==> config.mk <==
export PLATFORM = sky130hd
export DESIGN_NAME = caf_filter
export DESIGN_NICKNAME = d
export VERILOG_FILES = /design/src/include/caf_pkg.sv /design/src/rtl/caf_elem_match.sv /design/src/rtl/caf_filter.sv
export VERILOG_INCLUDE_DIRS = /design/src /design/src/include
export SDC_FILE = /design/constraint.sdc
export NUM_CORES = 1
export LEC_CHECK = 0
export BUFFER_PORTS_ARGS = -buffer_cell sky130_fd_sc_hd__buf_2
export CAP_MARGIN = 20
export CORE_ASPECT_RATIO = 0.8
export CORE_MARGIN = 4
export CORE_UTILIZATION = 57
export DETAILED_ROUTE_END_ITERATION = 6
export PLACE_DENSITY = 0.89
export SETUP_SLACK_MARGIN = 0.05
export SLEW_MARGIN = 20
export SYNTH_ARGS = -nofsm -noshare
export SYNTH_HDL_FRONTEND = slang
export SYNTH_SLANG_ARGS = --single-unit
==> constraint.sdc <==
create_clock -name i_clk -period 5.3 [get_ports i_clk]
set_input_delay 1.06 -clock i_clk [delete_from_list [all_inputs] [get_ports i_clk]]
set_output_delay 1.06 -clock i_clk [all_outputs]
set_load 0.1 [all_outputs]
==> src/include/caf_params.svh <==
// Constants for the acceptance filter decoder
`ifndef CAF_PARAMS_SVH
`define CAF_PARAMS_SVH
`define CAF_STD_MAX        8'h80
`define CAF_EXT_MAX        8'h40
`define CAF_ACT_DISABLE    3'h0
`define CAF_ACT_FIFO0      3'h1
`define CAF_ACT_FIFO1      3'h2
`define CAF_ACT_REJECT     3'h3
`define CAF_ACT_PRIO       3'h4
`define CAF_ACT_PRIO_F0    3'h5
`define CAF_ACT_PRIO_F1    3'h6
`define CAF_ACT_BUFFER     3'h7
`define CAF_FT_RANGE       2'h0
`define CAF_FT_DUAL        2'h1
`define CAF_FT_CLASSIC     2'h2
`define CAF_FT_RANGE_NOMSK 2'h3
`define CAF_DST_RXBUF      2'h0
`define CAF_STD_FT_HI      31
`define CAF_STD_FT_LO      30
`define CAF_STD_ACT_HI     29
`define CAF_STD_ACT_LO     27
`define CAF_STD_ID1_HI     26
`define CAF_STD_ID1_LO     16
`define CAF_STD_SYNC_BIT   15
`define CAF_EXT_ACT_HI     31
`define CAF_EXT_ACT_LO     29
`define CAF_EXT_FT_HI      31
`define CAF_EXT_FT_LO      30
`define CAF_EXT_SYNC_BIT   29
`define CAF_DST_HI         10
`define CAF_DST_LO         9
`define CAF_FE_HI          8
`define CAF_FE_LO          6
`define CAF_OFS_HI         5
`define CAF_OFS_LO         0
`endif

==> src/include/caf_pkg.sv <==
// Types for the acceptance filter decoder
package caf_pkg;
    typedef struct packed {
        logic        ext;      // 1 = 29-bit identifier
        logic [28:0] id;       // Standard id in bits 10:0
    } caf_frame_t;

    typedef struct packed {
        logic        accept;
        logic        reject;
        logic        fifo0;
        logic        fifo1;
        logic        rxbuf;
        logic [1:0]  dbg_sel;  // 01 A, 10 B, 11 C, 00 none
        logic        prio;
        logic        no_match;
        logic [6:0]  index;
        logic [15:0] buf_addr;
    } caf_result_t;
endpackage

==> src/rtl/caf_elem_match.sv <==
// Single filter element comparator: decodes one element and tests one id
`timescale 1ns/1ps
`include "caf_params.svh"
module caf_elem_match
    import caf_pkg::*;
(
    input  wire logic        i_ext,
    input  wire logic [31:0] i_word0,
    input  wire logic [31:0] i_word1,
    input  wire logic [28:0] i_id,
    input  wire logic [28:0] i_ext_mask,
    output logic             o_match,
    output logic [2:0]       o_action,
    output logic             o_sync,
    output logic [28:0]      o_second_id
);
    logic [1:0]  ftype;
    logic [28:0] id1;
    logic [28:0] id2;
    logic [28:0] mid;
    logic        cmp;

    // Field split per format; standard ids are zero-extended to 29 bits
    always_comb begin
        if (i_ext) begin
            o_action = i_word0[`CAF_EXT_ACT_HI:`CAF_EXT_ACT_LO];
            ftype    = i_word1[`CAF_EXT_FT_HI:`CAF_EXT_FT_LO];
            id1      = i_word0[28:0];
            id2      = i_word1[28:0];
            o_sync   = i_word1[`CAF_EXT_SYNC_BIT];
        end else begin
            o_action = i_word0[`CAF_STD_ACT_HI:`CAF_STD_ACT_LO];
            ftype    = i_word0[`CAF_STD_FT_HI:`CAF_STD_FT_LO];
            id1      = {18'h00000, i_word0[`CAF_STD_ID1_HI:`CAF_STD_ID1_LO]};
            id2      = {18'h00000, i_word0[10:0]};
            o_sync   = i_word0[`CAF_STD_SYNC_BIT];
        end
        o_second_id = id2;
    end

    // Global mask only for extended frames, dropped in unmasked-range type
    always_comb begin
        mid = i_ext ? (i_id & i_ext_mask) : i_id;
        cmp = 1'b0;
        if (o_action == `CAF_ACT_BUFFER) begin
            cmp = (mid == id1);
        end else begin
            case (ftype)
                `CAF_FT_RANGE:   cmp = (mid >= id1) && (mid <= id2);
                `CAF_FT_DUAL:    cmp = (mid == id1) || (mid == id2);
                `CAF_FT_CLASSIC: cmp = ((mid ^ id1) & id2) == 29'h00000000;
                default: begin
                    // Standard type 11 disables; extended 11 is raw range
                    cmp = i_ext && (i_id >= id1) && (i_id <= id2);
                end
            endcase
        end
        o_match = (o_action != `CAF_ACT_DISABLE) && cmp;
    end
endmodule

==> src/rtl/caf_filter.sv <==
// Acceptance filter: walks standard or extended list in message memory
`timescale 1ns/1ps
`include "caf_params.svh"
// Notes on behaviour
// Standard elements filter only 11-bit frames, extended only 29-bit frames.
// Elements walk in order; stop at first enabled match or list end.
// Action 000 off, 001 FIFO0, 010 FIFO1, 011 reject.
// 100 priority only, 101 priority plus FIFO0, 110 priority plus FIFO1.
// Priority match sets flag, interrupt if enabled, updates priority status.
// Action 111 goes to dedicated buffer or debug path; filter type ignored.
// Standard buffer/debug match compares first id exactly, unmasked.
// Actions 001..110 use standard second id as second operand.
// Under 111 second id bits 10:9 pick buffer or debug A, B, C.
// Under 111 second id bits 8:6 enable one-cycle filter event pulses.
// Under 111 buffer offset bits 5:0 add to buffer start address.
// Sync flag pulses sync-capture for one cycle when timestamp unit enabled.
// Sync pulse fires regardless of whether frame is finally stored.
// Extended list holds 64 two-word elements at start plus twice index.
// Extended action field bits 31:29 uses same eight codes.
// Extended types: range, dual, classic mask, range without global mask.
// Extended buffer/debug match is exact after global extended mask.
// Extended 111 second id bits mirror standard destination, event, offset.
// Standard types: range, dual, classic mask, 11 disables element.
// Standard list holds 128 one-word elements at start plus index.
// No match hands frame to global non-matching handling.
// Ranges inclusive at both ends, full identifier width compared.
module caf_filter
    import caf_pkg::*;
(
    input  wire logic        i_clk,
    input  wire logic        i_rstn,
    input  wire logic        i_frame_valid,
    input  wire caf_frame_t  i_frame,
    input  wire logic [7:0]  i_std_list_size,
    input  wire logic [6:0]  i_ext_list_size,
    input  wire logic [15:0] i_std_list_start_addr,
    input  wire logic [15:0] i_ext_list_start_addr,
    input  wire logic [15:0] i_rx_buffer_start_addr,
    input  wire logic [28:0] i_global_ext_id_mask,
    input  wire logic        i_use_ext_timestamp_unit,
    input  wire logic        i_high_prio_irq_enable,
    input  wire logic        i_high_prio_flag_clear,
    input  wire logic        i_mem_rvalid,
    input  wire logic [31:0] i_mem_rdata,
    output logic             o_busy,
    output logic             o_mem_req,
    output logic [15:0]      o_mem_addr,
    output logic             o_result_valid,
    output caf_result_t      o_result,
    output logic [2:0]       o_filter_event_pulses,
    output logic             o_sync_capture,
    output logic             o_high_prio_match_irq_flag,
    output logic             o_high_prio_irq,
    output logic [15:0]      o_prio_match_status
);
    typedef enum logic [2:0] {
        CAF_IDLE,
        CAF_FETCH0,
        CAF_WAIT0,
        CAF_FETCH1,
        CAF_WAIT1,
        CAF_EVAL,
        CAF_DONE
    } caf_state_t;

    caf_state_t  state_q, state_d;
    caf_frame_t  frame_q, frame_d;
    logic [6:0]  idx_q, idx_d;
    logic [31:0] w0_q, w0_d;
    logic [31:0] w1_q, w1_d;
    caf_result_t res_q, res_d;
    logic        rvalid_q, rvalid_d;
    logic [2:0]  fe_q, fe_d;
    logic        sync_q, sync_d;
    logic        hpm_q, hpm_d;
    logic [15:0] prio_match_status_q, prio_match_status_d;
    logic [15:0] addr_q, addr_d;

    logic        el_match;
    logic [2:0]  el_action;
    logic        el_sync;
    logic [28:0] el_id2;
    logic [7:0]  list_len;
    logic        last_elem;
    logic        prio_hit;

    // Both formats share one comparator; standard elements read word 0 only
    caf_elem_match u_match (
        .i_ext       (frame_q.ext),
        .i_word0     (w0_q),
        .i_word1     (w1_q),
        .i_id        (frame_q.id),
        .i_ext_mask  (i_global_ext_id_mask),
        .o_match     (el_match),
        .o_action    (el_action),
        .o_sync      (el_sync),
        .o_second_id (el_id2)
    );

    // Frame format picks the list, so each list sees only its own ids
    assign list_len  = frame_q.ext ? {1'b0, i_ext_list_size} : i_std_list_size;
    assign last_elem = ({1'b0, idx_q} + 8'h01) >= list_len;
    assign prio_hit  = (el_action == `CAF_ACT_PRIO) || (el_action == `CAF_ACT_PRIO_F0) ||
                       (el_action == `CAF_ACT_PRIO_F1);

    // Walk state, element fetch and verdict
    always_comb begin
        state_d  = state_q;
        frame_d  = frame_q;
        idx_d    = idx_q;
        w0_d     = w0_q;
        w1_d     = w1_q;
        res_d    = res_q;
        rvalid_d = 1'b0;
        fe_d     = 3'h0;
        sync_d   = 1'b0;
        hpm_d    = hpm_q;
        prio_match_status_d   = prio_match_status_q;
        addr_d   = addr_q;
        case (state_q)
            CAF_IDLE: begin
                if (i_frame_valid) begin
                    frame_d = i_frame;
                    idx_d   = 7'h00;
                    w1_d    = 32'h00000000;
                    state_d = CAF_FETCH0;
                end
            end
            CAF_FETCH0: begin
                if (({1'b0, idx_q}) >= list_len) begin
                    state_d = CAF_DONE;
                    res_d   = '0;
                    res_d.no_match = 1'b1;
                    rvalid_d = 1'b1;
                end else begin
                    // Extended slot is two words, standard slot one
                    if (frame_q.ext) begin
                        addr_d = i_ext_list_start_addr + {8'h00, idx_q, 1'b0};
                    end else begin
                        addr_d = i_std_list_start_addr + {9'h000, idx_q};
                    end
                    state_d = CAF_WAIT0;
                end
            end
            CAF_WAIT0: begin
                if (i_mem_rvalid) begin
                    w0_d    = i_mem_rdata;
                    addr_d  = addr_q + 16'h0001;
                    state_d = frame_q.ext ? CAF_FETCH1 : CAF_EVAL;
                end
            end
            CAF_FETCH1: begin
                state_d = CAF_WAIT1;
            end
            CAF_WAIT1: begin
                if (i_mem_rvalid) begin
                    w1_d    = i_mem_rdata;
                    state_d = CAF_EVAL;
                end
            end
            CAF_EVAL: begin
                if (el_match) begin
                    res_d          = '0;
                    res_d.index    = idx_q;
                    res_d.reject   = (el_action == `CAF_ACT_REJECT);
                    res_d.fifo0    = (el_action == `CAF_ACT_FIFO0) ||
                                     (el_action == `CAF_ACT_PRIO_F0);
                    res_d.fifo1    = (el_action == `CAF_ACT_FIFO1) ||
                                     (el_action == `CAF_ACT_PRIO_F1);
                    res_d.prio     = prio_hit;
                    if (el_action == `CAF_ACT_BUFFER) begin
                        // Destination and events come from second id low bits
                        res_d.rxbuf   = (el_id2[`CAF_DST_HI:`CAF_DST_LO] ==
                                         `CAF_DST_RXBUF);
                        res_d.dbg_sel = el_id2[`CAF_DST_HI:`CAF_DST_LO];
                        res_d.buf_addr = i_rx_buffer_start_addr +
                            {10'h000, el_id2[`CAF_OFS_HI:`CAF_OFS_LO]};
                        fe_d = el_id2[`CAF_FE_HI:`CAF_FE_LO];
                    end
                    res_d.accept = res_d.fifo0 || res_d.fifo1 ||
                                   (el_action == `CAF_ACT_BUFFER);
                    // Pulse even if storage later fails on a full FIFO
                    sync_d = el_sync && i_use_ext_timestamp_unit;
                    if (prio_hit) begin
                        hpm_d  = 1'b1;
                        prio_match_status_d = {frame_q.ext, 1'b0, el_action[1:0] == 2'h0 ? 2'h0 :
                                  el_action[1:0], 5'h00, idx_q};
                    end
                    rvalid_d = 1'b1;
                    state_d  = CAF_DONE;
                end else if (last_elem) begin
                    res_d          = '0;
                    res_d.no_match = 1'b1;
                    rvalid_d       = 1'b1;
                    state_d        = CAF_DONE;
                end else begin
                    idx_d   = idx_q + 7'h01;
                    state_d = CAF_FETCH0;
                end
            end
            CAF_DONE: begin
                state_d = CAF_IDLE;
            end
            default: begin
                state_d = CAF_IDLE;
            end
        endcase
        // Clear loses to a new priority match in the same cycle
        if (i_high_prio_flag_clear && !(state_q == CAF_EVAL && el_match && prio_hit)) begin
            hpm_d = 1'b0;
        end
    end

    // State registers
    always_ff @(posedge i_clk or negedge i_rstn) begin
        if (!i_rstn) begin
            state_q  <= CAF_IDLE;
            frame_q  <= '0;
            idx_q    <= 7'h00;
            w0_q     <= 32'h00000000;
            w1_q     <= 32'h00000000;
            res_q    <= '0;
            rvalid_q <= 1'b0;
            fe_q     <= 3'h0;
            sync_q   <= 1'b0;
            hpm_q    <= 1'b0;
            prio_match_status_q   <= 16'h0000;
            addr_q   <= 16'h0000;
        end else begin
            state_q  <= state_d;
            frame_q  <= frame_d;
            idx_q    <= idx_d;
            w0_q     <= w0_d;
            w1_q     <= w1_d;
            res_q    <= res_d;
            rvalid_q <= rvalid_d;
            fe_q     <= fe_d;
            sync_q   <= sync_d;
            hpm_q    <= hpm_d;
            prio_match_status_q   <= prio_match_status_d;
            addr_q   <= addr_d;
        end
    end

    // Outputs; memory request is a level while waiting for read data
    assign o_busy                     = (state_q != CAF_IDLE);
    assign o_mem_req                  = (state_q == CAF_WAIT0) || (state_q == CAF_WAIT1);
    assign o_mem_addr                 = addr_q;
    assign o_result_valid             = rvalid_q;
    assign o_result                   = res_q;
    assign o_filter_event_pulses      = fe_q;
    assign o_sync_capture             = sync_q;
    assign o_high_prio_match_irq_flag = hpm_q;
    assign o_high_prio_irq            = hpm_q && i_high_prio_irq_enable;
    assign o_prio_match_status        = prio_match_status_q;
endmodule

* Yosys cells after proc, flatten, opt, wreduce, memory -nomap -nowiden
Index checks and enable logic that the tools add are counted.
Storage, ports and cells: register bits 168, latch bits 0, RAM bits 0, memory bits (read-only) 0, output and inout bits 73, word-level logic and storage cells 150, memories 0
Cells by class: $add $sub $neg 6, multipliers 0, div/mod/pow operators 0, magnitude comparators 6, equal/unequal tests 24, shifts and indexed selects 0, muxes and demuxes 48, bitwise logic cells 3, reductions and logical operators 41
Operators with widths (number):
- $mux W32 | 5
- $pmux W32 S2 | 2
- $mux W29 | 3
- $mux W16 | 4
- $and A29 B29 Y29 | 2
- $eq A29 B29 Y1 | 2
- $ge A29 B29 Y1 | 2
- $le A29 B29 Y1 | 2
- $mux W3 | 12
- $pmux W16 S2 | 1
- $logic_not A29 Y1 | 1
- $xor A29 B29 Y29 | 1
- $mux W7 | 3
- $eq A3 B3 Y1 const B | 6
- $pmux W3 S6 | 1
- $reduce_and A3 Y1 | 6
- $add A16 B1 Y16 const B | 1
- $add A16 B6 Y16 | 1
- $add A16 B7 Y16 | 1
- $add A16 B8 Y16 | 1
- $ne A2 B2 Y1 const B | 7
- $pmux W7 S2 | 1
- $reduce_bool A2 Y1 | 7
- $eq A3 B2 Y1 const B | 4
- 21 further kinds | 52

* Logic depth before layout (Yosys ltp)
Gate-level depths: netlist (run 1).
depth in word-level cells 14, mapped depth 20, gate-level depth less buffers 13

* Modules after synthesis
Synthesis (run 1) repeated with hierarchy kept, for this count alone.
Second synthesis, totals: cell total of the unflattened synthesis 1494, area, all modules 12705.9 um2
By module, submodules not included:
- caf_filter | times used 1, cells an instance 977, area each 8827.2 um2, sequential area each 4204.0 um2
- caf_elem_match | times used 1, cells an instance 517, area each 3878.7 um2, sequential area each 0.0 um2

* Worst setup path before layout (run 1)
No wires, ideal clock.
kind register -> register, start point register frame_q[29] in the netlist's numbering, end point register res_q (netlist bit o_result[20]), arrival time 4501 ps, path slack 677 ps, cell stages (with the launch flop) 21, path buffers 8, clock period less this slack 4623 ps, cell sequence dfrtp_1 > buf_6 > buf_2 > buf_2 > buf_2 > buf_1 > clkbuf_1 > buf_1 > nand2_1 > ha_1 > a21oi_1 > o21ai_0 > a2111oi_0 > a21oi_1 > o41ai_1 > o221ai_1 > a21oi_1 > or2_2 > nand4b_4 > buf_6 > a22o_1
Between the ends: word-level cells in the longest chain between the ends 9, elaborated cells between the ends (all ways) 34, classes of those cells 6 x order compare; 7 x eq/ne; 10 x mux; 2 x bitwise; 9 x reduce/logical
Ends and longest elaborated chain:
- start: declaration | line caf_filter.sv:67 | caf_frame_t frame_q, frame_d;
- start signal: assignment | line caf_filter.sv:231 | frame_q <= frame_d;
- $mux W29 (on tied branches) | line caf_elem_match.sv:25, caf_elem_match.sv:43
- $ge A29 B29 Y1 / $xor A29 B29 Y29 (equally long branches) | line caf_elem_match.sv:54, caf_elem_match.sv:51
- $logic_and A1 B1 Y1 / $and A29 B29 Y29 (equally long branches) | line caf_elem_match.sv:54, caf_elem_match.sv:51
- $logic_and A1 B1 Y1 / $logic_not A29 Y1 (equally long branches) | line caf_elem_match.sv:54, caf_elem_match.sv:51
- $pmux W1 S3 | line caf_elem_match.sv:48 | case (ftype)
- $mux W1 | line caf_elem_match.sv:45 | if (o_action == `CAF_ACT_BUFFER) begin
- $logic_and A1 B1 Y1 | line caf_elem_match.sv:58 | o_match = (o_action != `CAF_ACT_DISABLE) && cmp;
- $ne A3 B3 Y1 (no line) / $mux W32 (equally long branches)
- $reduce_and A3 Y1 (no line) / $pmux W32 S2 (equally long branches)
- end signal: assignment | line caf_filter.sv:235 | res_q <= res_d;
- end: declaration | line caf_filter.sv:71 | caf_result_t res_q, res_d;
Parallel ways exist; a longest one is shown, timed or not. A chain may end at the register's enable or synchronous reset.

* Worst setup path in the final report (run 1)
start point register frame_q[29] in the netlist's numbering, end point register res_q (netlist bit o_result[0])
The elaborated chain is that of the path after synthesis.

==> results.cfg, run 1 <==
[timing]
hold_violations = 0
slew-limit-headroom_pct = 29.9
fin_worst_skew_ps = 15.0
rsz0062_at_grt = no
timing.final.crit_share_pct = 91.7
setup_tns_ps = 0
slew_violations = 0
fmax_mhz = 206
setup_violations = 0
fin_crit_ps = 4860
tightest_slew_ps = 1050

[worst_setup_path]
crit_type = reg2reg
worst_ep_arrival_time_ps = 5180
crit_chain = mux2i_1, ha_1, a21oi_1, o21ai_0, a2111oi_1, a21oi_1, o41ai_1, o221ai_1, a21oi_1, or2_2, nand4b_4, a22o_1
cp-start-kind = register
critPathSlowestCell = dfrtp_4
required_ps = 5620
critPathMostFrequentCell = a21oi_1
end_kind = register
cpPeakStageDelay_ps = 720
cp_max_fo = 34

[yosys]
synthArstFlopShare_pct = 100
synth_area_per_cell_um2 = 8.92
synth.most_common_cell = nand2_1
netlist_top_cells_count = nand2_1, dfrtp_1, ha_1, o21ai_0, a21oi_1
synth.area.top_cells = dfrtp_1, ha_1, nand2_1, o21ai_0, a21oi_1
yosys.area.top_type_share_pct = 33.1
yosysSeqAreaShare_pct = 33.1
synth_flop_cell = dfrtp_1
ys_warn_count = 0
synth_edf_count = 0
netlist_area_mm2 = 0.0127
ys_types = 77
synth_area_leader_cell = dfrtp_1
synth_seq_cells = 168
syn_inst = 1425

[pwr]
pwr-share-comb_pct = 60.9
pwr-share-seq_pct = 25.5
vdd_ir_drop_max_mv = 0.368
p_leak_nw = 7.11
power.switching_mw = 4.89
internal_power_mw = 4.48
power_mw = 9.37
p_sw_share_pct = 52.2
p_per_area_mw_per_mm2 = 636
pwr-share-clk_pct = 13.6

[placed_design]
gp_congestion = 1.01
portBuffers = 227
dp_hpwl_um = 30900
placed_cells = 1909

[routing]
drt_iter0_markers = 1283
postRouteAntennaNets = 0
remaining_drc_errors = 0
routedWlPerCell_um = 20.6
vias = 11800
firstDrtPassIters = 6
totalWireLength_um = 40000
viasPerCell = 6.06

[final_layout]
utilization_pct = 67.7
layout-drive-gt1-share_pct = 20.9
fill_cells = 1783
area_growth_pct = 15.8
layout.cells.non_filler = 1943
final_nets = 1946

[global_routing]
gr-total-overflow = 0
grt_max_degree = 114
first_global_vias = 11600
grt.total_usage_pct = 32.0
antenna_found_initial = 3
grt_pass1_wl_um = 62800

[clock_tree]
clk_latency_ps = 440
clk_pin_slew_ps = 70
holdBufCountCts = 0
cts_buffers = 17
cts.htree.levels = 4
cts_tree = done
cts_sinks = 168
ctsLongestPathBuffers = 2
cts_root_buffer = clkbuf_16

[die]
die_w_um = 175
core_area_mm2 = 0.0217
die_area_mm2 = 0.0248
die_y_um = 142
initial_core_util_pct = 58.5
rows = 48
ios = 234

[run]
max_cap_viol_count = 0

[outcome]
outcome = complete, no violations

[worst_hold_path]
worstHoldPathType = reg2reg
[layout make-up]
class / count / area (um2) / share of cell area [%]
Sequential cell: 168 / 4210 / 28.6
Multi-Input combinational cell: 1142 / 8030 / 54.5
Antenna cell: 1 / 2.50 / 0.0170
Timing Repair Buffer: 245 / 1320 / 8.98
Clock buffer: 20 / 457 / 3.10
Inverter: 55 / 206 / 1.40
Clock inverter: 12 / 128 / 0.867
Tap cell: 300 / 375 / 2.55
[registers in the layout (all words and copies together) (netlist names)]
name and flops:
o_result 32, w0_q 32, w1_q 32, frame_q 30
o_mem_addr 16, o_prio_match_status 10, idx_q 7, o_filter_event_pulses 3
state_q 3, o_high_prio_match_irq_flag 1, o_result_valid 1, o_sync_capture 1
[repair_timing]
item,CTS,global route
setup buffers,0,0
setup endpoints to repair,0,13
resized for setup,0,1
[worst max-delay path: cells and delay by family, from the launching register on]
family	cells	cell delay, ps
muxes	1	560
DFF	1	720
AOI/OAI and AO/OA	8	2490
adders and majority gates	1	360
and+or+nand+nor	2	590
[path summary, 6_finish.rpt]
path | start | end | slack [ps] | cells after the start
max | frame_q[29]$_DFFE_PN0P_ | o_result[0]$_DFFE_PN0P_ | 440 | 12
min | w1_q[8]$_DFFE_PN0P_ | w1_q[8]$_DFFE_PN0P_ | 490 | 2
max reg2reg | frame_q[29]$_DFFE_PN0P_ | o_result[0]$_DFFE_PN0P_ | 440 | 12
min reg2reg | w1_q[8]$_DFFE_PN0P_ | w1_q[8]$_DFFE_PN0P_ | 490 | 2
max in group asynchronous | i_rstn | o_prio_match_status[13]$_DFFE_PN0P_ | 3730 | 2
min in group asynchronous | i_rstn | w1_q[17]$_DFFE_PN0P_ | 560 | 1
[power by group through the flow]
stage               sequential [mW]  clock, mW  combinational [mW]
detailed placement             2.38          0                5.55
finish                         2.39       1.27                5.70
global placement               2.37          0                5.41
CTS                            2.36       1.28                5.60
floorplan                      2.79          0                3.59
global route                   2.45       1.33                6.27
[logic make-up (layout without fill, tap and decap cells)]
| logic type | count (synthesis) | in the layout | share of synthesized area, % |
|---|---|---|---|
| simple gates | 483 | 483 | 17.7 |
| flops | 168 | 168 | 33.1 |
| fa+ha+maj | 161 | 161 | 15.9 |
| compound gates | 365 | 365 | 19.0 |
| xor+xnor | 56 | 56 | 3.86 |
| mux | 71 | 71 | 6.28 |
| buf+inv | 120 | 332 | 4.13 |
| other cells | 1 | 7 | 0.0295 |
[stage by stage]
step	area, um2	worst slack (ps)	hold slack, ps
finish	14700	439	486
global route	14700	221	523
CTS	14700	451	490
detailed placement	14100	478	467
global placement	14100	679	456
floorplan	12700	677	444
[cell usage in the layout (no fill, tap or decap), types with 13 or more instances in the layout]
cell type  netlist  final
o22ai_1         13     13
and3_1          14     14
dfrtp_1        168    167
o21a_1          37     37
nor2_1          57     56
nand2_1        261    261
nand3_1         43     43
xor2_1          26     26
o21ai_0         94     94
inv_1           55     55
mux2_2          31     31
a211oi_1        17     17
nand2b_1        14     14
nor2b_1         19     19
nand4_1         18     18
o211ai_1        15     15
a22o_1          30     30
a21o_1          19     19
buf_2            5    226
xnor2_1         30     30
buf_4            6     15
mux2i_1         30     30
a21oi_1         74     73
clkbuf_16        0     17
ha_1           153    153
[layer usage]
| layer | wire, um | part of all wire (%) | GRT usage [%] | up-vias |
|---|---|---|---|---|
| met1 | 17400 | 43 | 44.9 | 5541 |
| met5 | 26 | 0.065 | 0 | - |
| met3 | 4450 | 11 | 9.70 | 85 |
| li1 | - | - | - | 5528 |
| met2 | 17100 | 43 | 48.3 | 616 |
| met4 | 1070 | 2.7 | 9.59 | 4 |
Power figures use the tool's default switching activity.
==> inputs of run 2 (changes only) <==
--- a/config.mk
+++ b/config.mk
@@ -6,10 +6,10 @@
 export SDC_FILE = /design/constraint.sdc
 export NUM_CORES = 1
 export LEC_CHECK = 0
+export ABC_CLOCK_PERIOD_IN_PS = 5300
 export BUFFER_PORTS_ARGS = -buffer_cell sky130_fd_sc_hd__buf_2
 export CAP_MARGIN = 20
 export CORE_ASPECT_RATIO = 0.8
-export CORE_MARGIN = 4
 export CORE_UTILIZATION = 57
 export DETAILED_ROUTE_END_ITERATION = 6
 export PLACE_DENSITY = 0.89
==> results.cfg, run 2 (same netlist as run 1, synthesis figures left out) <==
[placed_design]
dp_hpwl_um = 30300
placed_cells = 1908
place_ws_ps = 662
gp_congestion = 1.04
portBuffers = 227

[timing]
rsz0062_at_grt = no
fin_worst_skew_ps = 12.3
setup_tns_ps = 0
tightest_slew_ps = 902
fin_crit_ps = 4780
fmax_mhz = 209
hold_slack_ps = 486
timing.final.crit_share_pct = 90.2
hold_violations = 0
slew_violations = 0
setup_violations = 0
slew-limit-headroom_pct = 39.9
layout_setup_ws_ps = 519

[final_layout]
regArea_mm2 = 0.00421
layout.cells.non_filler = 1943
area_growth_pct = 15.6
fill_cells = 1775
multi_input_area_mm2 = 0.00803
layout-drive-gt1-share_pct = 20.8
layout_common_cells = nand2_1, buf_2, dfrtp_1, ha_1, o21ai_0
final_common_cell = nand2_1
final_nets = 1945

[global_routing]
gr-total-overflow = 0
grt_pass1_wl_um = 61900
antenna_found_initial = 3
grt.total_usage_pct = 34.8
grt_max_degree = 94
first_global_vias = 11400

[routing]
viasPerCell = 6.08
firstDrtPassIters = 6
postRouteAntennaNets = 0
drt_iter0_markers = 1289
totalWireLength_um = 38800
routedWlPerCell_um = 20.0
remaining_drc_errors = 0
vias = 11800

[worst_setup_path]
worst_ep_arrival_time_ps = 5110
cpPeakStageDelay_ps = 700
required_ps = 5630
crit_type = reg2reg
crit_chain = inv_1, o21a_1, ha_1, nand4_1, a2111oi_2, and4bb_2, nand4_1, o21ai_0, o2111ai_1, o21ai_2, or3b_1, nand4b_4, a22o_1
cp_max_fo = 34
cp-start-kind = register
critPathSlowestCell = dfrtp_4
rrSetupSlack_ps = 520
critPathMostFrequentCell = nand4_1
end_kind = register

[die]
die_w_um = 169
ios = 234
die_y_um = 136
rows = 48
die_area_mm2 = 0.0229
core_area_mm2 = 0.0217
initial_core_util_pct = 58.5

[clock_tree]
cts_tree = done
holdBufCountCts = 0
cts_buffers = 17
ctsLongestPathBuffers = 2
cts_resized = 0
clk_pin_slew_ps = 70
clk_latency_ps = 450
cts_sinks = 168
cts_root_buffer = clkbuf_16
cts_setup_buffers = 0
cts.htree.levels = 4

[run]
max_cap_viol_count = 0

[pwr]
vdd_ir_drop_max_mv = 0.288
p_leak_nw = 7.10
p_per_area_mw_per_mm2 = 630

[outcome]
outcome = complete, no violations

[worst_hold_path]
worstHoldPathType = reg2reg
## run 2: changes by cell type in the layout (fill, tap and decap cells not counted), moves of 2 or more
cell / before / now
a2111oi_0: 4 / 6
a2111oi_1: 2 / 0
clkbuf_8: 2 / 0
inv_6: 5 / 3
clkinv_2: 0 / 2
clkinv_8: 0 / 3
## run 2: critical path, delay by kind of cell (launching register included)
| kind | cells | cell delay (ps) |
|---|---|---|
| adders and majority gates | 1 | 330 |
| AOI/OAI and AO/OA | 6 | 1840 |
| buffers and inverters | 1 | 510 |
| DFF | 1 | 700 |
| and+or+nand+nor | 5 | 1260 |
## run 2: layout make-up
cell class | instances | area share (%)
multi-input combinational | 1142 | 54.6
sequential | 168 | 28.6
timing repair buffer | 244 | 8.86
clock buffer | 18 | 2.92
tap | 300 | 2.55
inverter | 55 | 1.41
clock inverter | 14 | 0.954
antenna | 2 | 0.0341
## run 2: through the flow
stage / power [mW] / utilization, % / area, um2
global placement: 7.78 / 64.8 / 14100
finish: 9.26 / 67.6 / 14700
floorplan: 6.38 / - / 12700
CTS: 9.14 / 67.4 / 14700
global route: 9.93 / 67.6 / 14700
detailed placement: 7.90 / 64.8 / 14100
## run 2: power by group
part	leakage, nW	internal, mW	total [mW]	switching (mW)
registers	2.18	1.71	2.38	0.669
clock network	0.273	0.621	1.21	0.594
logic	4.64	2.06	5.67	3.61
total	7.10	4.39	9.26	4.87
## run 2: layer usage
| layer | vias to the layer above | wire length, um | global-route usage [%] |
|---|---|---|---|
| met3 | 76 | 4130 | 10.1 |
| met1 | 5618 | 17400 | 49.4 |
| met5 | - | 13 | 0 |
| li1 | 5530 | - | - |
| met4 | 2 | 833 | 9.41 |
| met2 | 589 | 16400 | 51.7 |
## run 2: final timing paths
check | endpoint | start | depth (start not counted)
setup / recovery | o_result[10]$_DFFE_PN0P_ | frame_q[29]$_DFFE_PN0P_ | 13
hold / removal | w1_q[5]$_DFFE_PN0P_ | w1_q[5]$_DFFE_PN0P_ | 2
setup reg to reg | o_result[10]$_DFFE_PN0P_ | frame_q[29]$_DFFE_PN0P_ | 13
hold reg to reg | w1_q[5]$_DFFE_PN0P_ | w1_q[5]$_DFFE_PN0P_ | 2
max in group asynchronous | frame_q[29]$_DFFE_PN0P_ | i_rstn | 2
min in group asynchronous | frame_q[15]$_DFFE_PN0P_ | i_rstn | 1
==> inputs of run 3 (changes only) <==
--- a/config.mk
+++ b/config.mk
@@ -10,6 +10,7 @@
 export BUFFER_PORTS_ARGS = -buffer_cell sky130_fd_sc_hd__buf_2
 export CAP_MARGIN = 20
 export CORE_ASPECT_RATIO = 0.8
+export CORE_MARGIN = 10
 export CORE_UTILIZATION = 57
 export DETAILED_ROUTE_END_ITERATION = 6
 export PLACE_DENSITY = 0.89
==> results.cfg, run 3 (same netlist as run 1, synthesis figures left out) <==
[die]
die_y_um = 154
die_w_um = 187
initial_core_util_pct = 58.5
ios = 234
core_area_mm2 = 0.0217
rows = 48
die_area_mm2 = 0.0287

[final_layout]
layout_common_cells = nand2_1, buf_2, dfrtp_1, ha_1, o21ai_0
final_nets = 1946
area_growth_pct = 16.2
layout-drive-gt1-share_pct = 21.0
final_common_cell = nand2_1
utilization_pct = 67.9
layout.cells.non_filler = 1943

[pwr]
p_leak_nw = 7.14
pwr-share-seq_pct = 25.1
p_sw_share_pct = 52.6
power_mw = 9.54
internal_power_mw = 4.52
pwr-share-clk_pct = 14.1
p_per_area_mw_per_mm2 = 646
power.switching_mw = 5.02
vdd_ir_drop_max_mv = 0.355
pwr-share-comb_pct = 60.8

[timing]
setup_tns_ps = 0
fin_worst_skew_ps = 16.4
hold_violations = 0
hold_slack_ps = 487
setup_violations = 0
slew-limit-headroom_pct = 46.3
tightest_slew_ps = 803
fmax_mhz = 211
slew_violations = 0
rsz0062_at_grt = no
fin_crit_ps = 4740
timing.final.crit_share_pct = 89.5

[clock_tree]
holdBufCountCts = 0
clk_pin_slew_ps = 80
cts.htree.levels = 4
clk_latency_ps = 450
cts_buffers = 17
ctsLongestPathBuffers = 2
cts_setup_buffers = 0
cts_tree = done
cts_root_buffer = clkbuf_16
cts_resized = 0
cts_sinks = 168

[outcome]
outcome = complete, no violations

[worst_setup_path]
r2r_cells = 13
cp-start-kind = register
r2r_start = frame_q[29]$_DFFE_PN0P_
worst_ep_arrival_time_ps = 5080
end_kind = register
rrSetupSlack_ps = 560
required_ps = 5630
cp_max_fo = 54
r2r-end = o_result[18]$_DFFE_PN0P_
startpoint = frame_q[29]$_DFFE_PN0P_
crit_type = reg2reg

[routing]
totalWireLength_um = 42600
vias = 11900
viasPerCell = 6.13
drt_iter0_markers = 1074
remaining_drc_errors = 0
routedWlPerCell_um = 21.9
postRouteAntennaNets = 0
firstDrtPassIters = 6

[worst_hold_path]
whs_path_depth = 2
whs_endpoint = w0_q[12]$_DFFE_PN0P_
min_from = w0_q[12]$_DFFE_PN0P_
worstHoldPathType = reg2reg

[placed_design]
portBuffers = 227
dp_hpwl_um = 33000
gp_congestion = 1.02
placed_cells = 1909

[run]
max_cap_viol_count = 0

[global_routing]
antenna_found_initial = 2
grt_max_degree = 111
grt.total_usage_pct = 29.0
first_global_vias = 11800
gr-total-overflow = 0
grt_pass1_wl_um = 66700
run 3: cell types whose count changed in the layout (fill, tap and decap cells not counted), sizes merged:
cell	delta
clkinv	-2
buf	+1
bufinv	+2
diode	-1
clkinvlp	-1
clkbuf	-1
inv	+2
run 3: worst max path at each step:
stage	to	slack [ps]
floorplan	o_result[20]$_DFFE_PN0P_	680
global placement	o_result[6]$_DFFE_PN0P_	860
detailed placement	o_result[14]$_DFFE_PN0P_	680
CTS	o_result[18]$_DFFE_PN0P_	610
global route	o_result[18]$_DFFE_PN0P_	160
finish	o_result[18]$_DFFE_PN0P_	560
run 3: power by group through the flow:
stage          clock [mW]  sequential [mW]  combinational [mW]
2_1_floorplan           0             2.79                3.59
3_3_place_gp            0             2.37                5.50
3_5_place_dp            0             2.38                5.62
4_1_cts              1.35             2.36                5.69
5_1_grt              1.41             2.44                6.36
6_report             1.34             2.40                5.80
run 3: layout make-up:
class | count | area, um2
flip-flops and latches | 168 | 4210
inverters | 55 | 206
diodes | 1 | 2.50
repair buffers | 245 | 1320
well taps | 300 | 375
clock inverters | 15 | 204
clock buffers | 17 | 425
multi-input cells | 1142 | 8030
fillers | 1750 | 6970
run 3: worst max-delay path: stages (launching register included):
cell	delay, ps
dfrtp_4	650
buf_12	320
mux2i_1	390
ha_1	320
a21oi_1	180
o21ai_0	120
a2111oi_0	470
a21oi_1	170
o41ai_1	410
o221ai_1	330
a21oi_1	210
or2_2	160
nand4b_4	450
a22o_1	430
run 3: per-stage QoR:
stage	area, um2	worst slack [ps]
final	14800	555
after global routing	14800	160
after CTS	14700	607
after detailed placement	14100	678
after global placement	14100	858
after floorplan	12700	677
run 3: routing by layer:
layer	track usage, %	vias to the layer above	part of all wire [%]
li1	-	5522	-
met1	39.9	5673	44
met2	42.9	639	43
met3	9.45	66	11
met4	7.36	2	2.0
met5	0	-	0.028
